`src/xcbt_pkg.sv`:
```
// Package for the board-test chain controller: codes and timing counts.
// Assumes a 100 MHz core clock.
package xcbt_pkg;
    localparam int          CHAIN_W         = 24;
    localparam logic [2:0]  SEL_ARM         = 3'h1;
    localparam logic [2:0]  SEL_GO          = 3'h7;
    localparam int          CLK_PERIOD_NS   = 10;
    localparam int          STEP_MIN_NS     = 1000;
    // Least time rounds up
    localparam int          STEP_MIN_CYC    = (STEP_MIN_NS + CLK_PERIOD_NS - 1) / CLK_PERIOD_NS;
    localparam int          CNT_W           = 8;
    localparam logic [CNT_W-1:0] STEP_MIN_CNT = CNT_W'(STEP_MIN_CYC);
    localparam int          SYNC_W          = 3;
endpackage : xcbt_pkg

```
`src/xcbt_sync.sv`:
```
// Three-flop synchroniser bank with agreement filter on last two stages.
// Assumes inputs asynchronous to core_clk.
`timescale 1ns/1ps
`default_nettype none
module xcbt_sync #(
    parameter int W = 1
) (
    input  wire logic         core_clk,
    input  wire logic         rst,
    input  wire logic         clk_en,
    input  wire logic [W-1:0] async_in,
    output logic      [W-1:0] sync_out
);
    logic [W-1:0] s1_r;
    logic [W-1:0] s2_r;
    logic [W-1:0] s3_r;
    wire  [W-1:0] agree = ~(s2_r ^ s3_r);
    wire  [W-1:0] out_nxt = (agree & s3_r) | (~agree & sync_out);

    always_ff @(posedge core_clk)
    begin
        if (rst)
        begin
            s1_r     <= '0;
            s2_r     <= '0;
            s3_r     <= '0;
            sync_out <= '0;
        end
        else if (clk_en)
        begin
            s1_r     <= async_in;
            s2_r     <= s1_r;
            s3_r     <= s2_r;
            sync_out <= out_nxt;
        end
    end
endmodule : xcbt_sync
`default_nettype wire

```
`src/xcbt_top.sv`:
```
// Board-test chain controller: entry sequencer, pin detach and XNOR result.
// Assumes pins arrive unsynchronised; rst is the core's own synchronous reset.
`timescale 1ns/1ps
`default_nettype none
module xcbt_top (
    input  wire logic                        core_clk,
    input  wire logic                        rst,
    input  wire logic                        clk_en,
    input  wire logic                        chip_reset_n,
    input  wire logic                        test_pin,
    input  wire logic [2:0]                  lad_low,
    input  wire logic                        lad_top,
    input  wire logic [xcbt_pkg::CHAIN_W-2:0] chain_pins,
    input  wire logic                        func_warn,
    output logic                             chain_result_pin,
    output logic                             chain_active,
    output logic [xcbt_pkg::CHAIN_W-1:0]     func_pins
);
    typedef enum logic [4:0] {
        XC_IDLE  = 5'h01,
        XC_ARMED = 5'h02,
        XC_TEST  = 5'h04,
        XC_CHAIN = 5'h08,
        XC_FAIL  = 5'h10
    } xcbt_state_t;

    // Even-parity style XNOR reduction; all-low gives low
    function automatic logic xcbt_xnor(input logic [xcbt_pkg::CHAIN_W-1:0] v);
        logic acc;
        acc = 1'b1;
        for (int i = 0; i < xcbt_pkg::CHAIN_W; i++)
        begin
            acc = ~(acc ^ v[i]);
        end
        return acc ^ (xcbt_pkg::CHAIN_W % 2 == 0 ? 1'b1 : 1'b0);
    endfunction : xcbt_xnor

    logic [xcbt_pkg::CHAIN_W+4:0] sy;
    logic                         in_rst_n;
    logic                         in_test;
    logic [2:0]                   in_sel;
    logic [xcbt_pkg::CHAIN_W-1:0] in_chain;
    xcbt_state_t                  state_r;
    xcbt_state_t                  state_nxt;
    logic [xcbt_pkg::CNT_W-1:0]   dwell_r;
    logic [xcbt_pkg::CNT_W-1:0]   dwell_nxt;
    logic [2:0]                   sel_prev_r;
    logic                         test_prev_r;

    // Excluded pins never enter the vector; top LAD does
    xcbt_sync #(.W(xcbt_pkg::CHAIN_W + 5)) u_sync (
        .core_clk (core_clk),
        .rst      (rst),
        .clk_en   (clk_en),
        .async_in ({chip_reset_n, test_pin, lad_low, lad_top, chain_pins}),
        .sync_out (sy)
    );

    assign in_rst_n = sy[xcbt_pkg::CHAIN_W+4];
    assign in_test  = sy[xcbt_pkg::CHAIN_W+3];
    assign in_sel   = sy[xcbt_pkg::CHAIN_W+2:xcbt_pkg::CHAIN_W];
    assign in_chain = sy[xcbt_pkg::CHAIN_W-1:0];

    wire sel_moved  = (in_sel != sel_prev_r) || (in_test != test_prev_r);
    wire dwell_ok   = (dwell_r >= xcbt_pkg::STEP_MIN_CNT);
    wire chain_bit  = xcbt_xnor(in_chain);

    // Outputs follow the next mode so that all of them switch on one edge;
    // a pin is never seen detached while the result still shows the warning
    wire                         chain_nxt  = (state_nxt == XC_CHAIN);
    wire                         result_nxt = chain_nxt ? chain_bit : func_warn;
    wire [xcbt_pkg::CHAIN_W-1:0] func_nxt   = chain_nxt ? '0 : in_chain;

    // Dwell counter measures time since the last step change
    assign dwell_nxt = sel_moved ? '0 : (dwell_ok ? dwell_r : dwell_r + 1'b1);

    // Entry sequencer: each step only from its predecessor
    always_comb
    begin
        state_nxt = state_r;
        if (!in_rst_n)
        begin
            state_nxt = XC_IDLE;
        end
        else
        begin
            unique case (state_r)
                XC_IDLE:
                begin
                    if (in_test)
                        state_nxt = XC_FAIL;
                    else if (in_sel == xcbt_pkg::SEL_ARM)
                        state_nxt = XC_ARMED;
                end
                XC_ARMED:
                begin
                    if (in_sel != xcbt_pkg::SEL_ARM)
                        state_nxt = XC_FAIL;
                    else if (in_test && dwell_ok)
                        state_nxt = XC_TEST;
                end
                XC_TEST:
                begin
                    if (!in_test)
                        state_nxt = XC_FAIL;
                    else if (in_sel == xcbt_pkg::SEL_GO && dwell_ok)
                        state_nxt = XC_CHAIN;
                    else if (in_sel != xcbt_pkg::SEL_ARM)
                        state_nxt = XC_FAIL;
                end
                XC_CHAIN:
                begin
                    state_nxt = XC_CHAIN;
                end
                XC_FAIL:
                begin
                    // Held until chip reset drops or rst; no retry until then
                    state_nxt = XC_FAIL;
                end
                default:
                begin
                    state_nxt = XC_IDLE;
                end
            endcase
        end
    end

    // Mode register; rst and a low chip reset both land in idle
    // Fail is left only through idle, never straight back to an entry step
    always_ff @(posedge core_clk)
    begin
        if (rst)
        begin
            state_r <= XC_IDLE;
        end
        else if (clk_en)
        begin
            state_r <= state_nxt;
        end
    end

    // Saturating dwell count; eight bits are plenty for the step gap
    always_ff @(posedge core_clk)
    begin
        if (rst)
        begin
            dwell_r <= '0;
        end
        else if (clk_en)
        begin
            dwell_r <= dwell_nxt;
        end
    end

    // Last step code, to see when the tester moves to the next step
    always_ff @(posedge core_clk)
    begin
        if (rst)
        begin
            sel_prev_r  <= 3'h0;
            test_prev_r <= 1'b0;
        end
        else if (clk_en)
        begin
            sel_prev_r  <= in_sel;
            test_prev_r <= in_test;
        end
    end

    // Result pin is given over to the chain in chain mode
    always_ff @(posedge core_clk)
    begin
        if (rst)
        begin
            chain_result_pin <= 1'b0;
        end
        else if (clk_en)
        begin
            chain_result_pin <= result_nxt;
        end
    end

    // Mode flag for the rest of the chip; it rises on the same edge
    // as the pins are detached
    always_ff @(posedge core_clk)
    begin
        if (rst)
        begin
            chain_active <= 1'b0;
        end
        else if (clk_en)
        begin
            chain_active <= chain_nxt;
        end
    end

    // Normal functions see zeros while detached, so no stray edge reaches them
    always_ff @(posedge core_clk)
    begin
        if (rst)
        begin
            func_pins <= '0;
        end
        else if (clk_en)
        begin
            func_pins <= func_nxt;
        end
    end
endmodule : xcbt_top
`default_nettype wire

```
`config.mk`:
```
export PLATFORM = sky130hd
export DESIGN_NAME = xcbt_top
export DESIGN_NICKNAME = d
export VERILOG_FILES = /design/src/xcbt_pkg.sv /design/src/xcbt_sync.sv /design/src/xcbt_top.sv
export SDC_FILE = /design/constraint.sdc
export NUM_CORES = 1
export LEC_CHECK = 0
export BUFFER_PORTS_ARGS = -buffer_cell sky130_fd_sc_hd__buf_2
export CAP_MARGIN = 10
export CORE_MARGIN = 4
export CORE_UTILIZATION = 40
export DETAILED_ROUTE_END_ITERATION = 12
export PLACE_DENSITY_LB_ADDON = 0.3
export SYNTH_ARGS = -nofsm -noshare
export SYNTH_HDL_FRONTEND = slang
export SYNTH_HIERARCHICAL = 1
export SYNTH_SLANG_ARGS = --single-unit
```
`constraint.sdc`:
```
create_clock -name core_clk -period 5.25 [get_ports core_clk]
set_clock_uncertainty 0.1 [all_clocks]
set_input_delay 0.7875 -clock core_clk [delete_from_list [all_inputs] [get_ports core_clk]]
set_output_delay 0.7875 -clock core_clk [all_outputs]
set_load 0.1 [all_outputs]
```
==> flow_summary.ini <==
[cts]
cts_made_buffers = 17
cts.htree.levels = 4
worstSkewPairLatency_ns = 0.42
cts.reportedPaths.clkPinSlew_ns = 0.06
cts_buffer_depth = 2
clock-sinks = 159
post_cts_buffers = 0
ctsResizeCount = 0
postCtsHoldBufs = 0
cts-root-buf = clkbuf_16
cts_tree = yes

[pwr]
powerDensity_nw_per_um2 = 338
p_sw_mw = 0.583
finalPower_mw = 2.71
ir_drop_v = 0.000242
switching_share_pct = 21.5
p_int_mw = 2.13
pwr-share-seq_pct = 46.2
pwr-share-clk_pct = 48.3
p_leak_nw = 3.12
p_comb_share_pct = 5.4

[layout]
num-nets-final = 794
syn_to_final_growth_pct = 12.6
drive_above_1_share_pct = 17.6
multi_input_area_um2 = 3450
nFillCells = 1682
antenna_cells = 0
register_area_um2 = 3180

[yosys]
synth_top_area_cell = dfxtp_1
synth_cell_types = 55
syn_nets = 768
post_synth.cell_area_avg_um2 = 9.71
synth_edf_count = 0
yosys_warnings = 6
syn_inst = 733
synthFlopType = dfxtp_1
async_flop_share_pct = 0
synth_top_area_share_pct = 44.7
seq_area_frac_synth_pct = 44.7
ys_ff_latch = 159
synth_area_leaders = dfxtp_1, mux2i_1, nor2_1
synth_area_um2 = 7120

[route]
drt_pre_antenna_iters = 5
drc = 0
wl_per_cell_um = 13.4
routed-wl-met2_um = 5220
wl_met1_um = 7210
drt_wl_total_um = 13300
vias = 4933
routed_via_density = 4.95
top_layer = met4
final_antenna_net_count = 0
drt-initial-drc-count = 295
wl_met3_um = 735

[setup_path]
path_delay_family = buffers and inverters
end_kind = flop
path_buf_inv = 2
slowest_delay_ns = 0.71
cp.arrival_ns = 3.04
critical_path.cell_chain = clkbuf_8 > inv_1 > a221o_1 > a21oi_1 > o21a_1
required_ns = 5.52
critPathMaxFanout = 107
path_class = in -> reg
startpoint_type = input port
crit_path_top_delay_cell = inv_1

[placement]
dp_hpwl_um = 8500
place_congestion = 0.779
port_buffers = 58
pre_cts_ws_ns = 2.10

[grt]
overflow = 0
grt_pass1_wl_um = 22300
grt_pass1_vias = 4501
antenna_found_initial = 0
grt_max_degree = 108
grt_use_total_pct = 13.7

[die]
dieWidth_um = 141
die_height_um = 141
row_count = 48
core_um2 = 17400
num_io_pins = 59
initial_core_util_pct = 41.0
die-area_um2 = 20000

[timing]
final.setup.worst_slack_ns = 2.49
tightestPinTransition_ns = 1.21
grt_setup_unrepaired = no
min_period_over_period_pct = 52.7
max_freq_mhz = 362
whs_ns = 0.366
slew_viol_final = 0
relSlewSlack_pct = 19.3
hold_viol = 0
setup_viol = 0
min_period_ns = 2.76
tns_ns = 0

[status]
status = complete, no violations

[worst_hold_path]
hp-class = reg -> reg

[flow_run]
maxCapViolCount = 0
## synthesized netlist by cell type (all sizes together) (2+ instances only)
cell type,n
dfxtp,159
nor2,103
mux2i,93
a21oi,62
buf,38
inv,36
nand2,32
nor2b,31
nand2b,29
o32ai,29
o211ai,28
xnor2,24
clkbuf,15
xor2,7
and2,4
nand3,4
nand4,3
o21ai,3
and3,2
ha,2
nor3b,2
nor4,2
nor4b,2
nor4bb,2
o2111ai,2
## per-layer routing
metal  GRT usage, %  up-vias
li1               -     2581
met1           20.6     2230
met2           18.5      107
met3           4.21       15
met4           4.70        0
met5              0        -
## cells by family after synthesis
family                   Yosys count  synth area share (%)
AO/OA/AOI/OAI                    138                  15.7
AND/OR/NAND/NOR                  220                  15.2
XOR/XNOR                          32                  4.13
multiplexers                      93                  13.1
adder cells (fa/ha/maj)            2                 0.352
buffers and inverters             89                  6.77
flip-flops                       159                  44.7
## path summary, 6_finish.rpt
path / startpoint / endpoint / slack, ns / depth (start not counted)
max: clk_en / chain_result_pin / 2.49 / 5
min: func_pins[9] / func_pins[9] / 0.37 / 2
max reg2reg: dwell_r[2] / func_pins[11] / 2.67 / 5
min reg2reg: func_pins[9] / func_pins[9] / 0.37 / 2
## area by class of cell
class,instances,area share [%]
Clock inverter,10,1.98
Multi-Input combinational cell,485,43.1
Inverter,36,1.69
Timing Repair Buffer,60,4.11
Sequential cell,159,39.7
Tap cell,225,3.51
Clock buffer,22,5.92
## per-stage QoR
step | util (%) | instance area [um2] | cells
6_report | 46.2 | 8010 | 997
5_1_grt | 46.2 | 8010 | 997
4_1_cts | 46.2 | 8010 | 997
3_5_place_dp | 42.5 | 7380 | 965
3_3_place_gp | 42.5 | 7380 | 965
2_1_floorplan | - | 7120 | 733
## placed cells by master (no fill, tap or decap), types with 29 or more instances in the layout
cell type and n:
nor2b_1 31, dfxtp_1 159, nand2_1 32, nand2b_1 29, nor2_1 102, inv_1 36
mux2i_1 93, buf_2 56, o32ai_1 29, a21oi_1 42
## power by group through the flow
stage	combinational (mW)	sequential [mW]	clock, mW
detailed placement	0.148	1.28	0
finish	0.147	1.25	1.31
global placement	0.147	1.28	0
floorplan	0.122	1.28	0
CTS	0.149	1.25	1.34
global route	0.165	1.26	1.40
## worst reg2reg max path: stages, from the launching register on
cell and delay (ns):
dfxtp_1 0.36, o311a_4 0.43, o2111ai_1 0.28, and2_1 0.99, o211ai_1 0.18, a21oi_1 0.18
No activity file was read; power rests on OpenSTA's default activity.
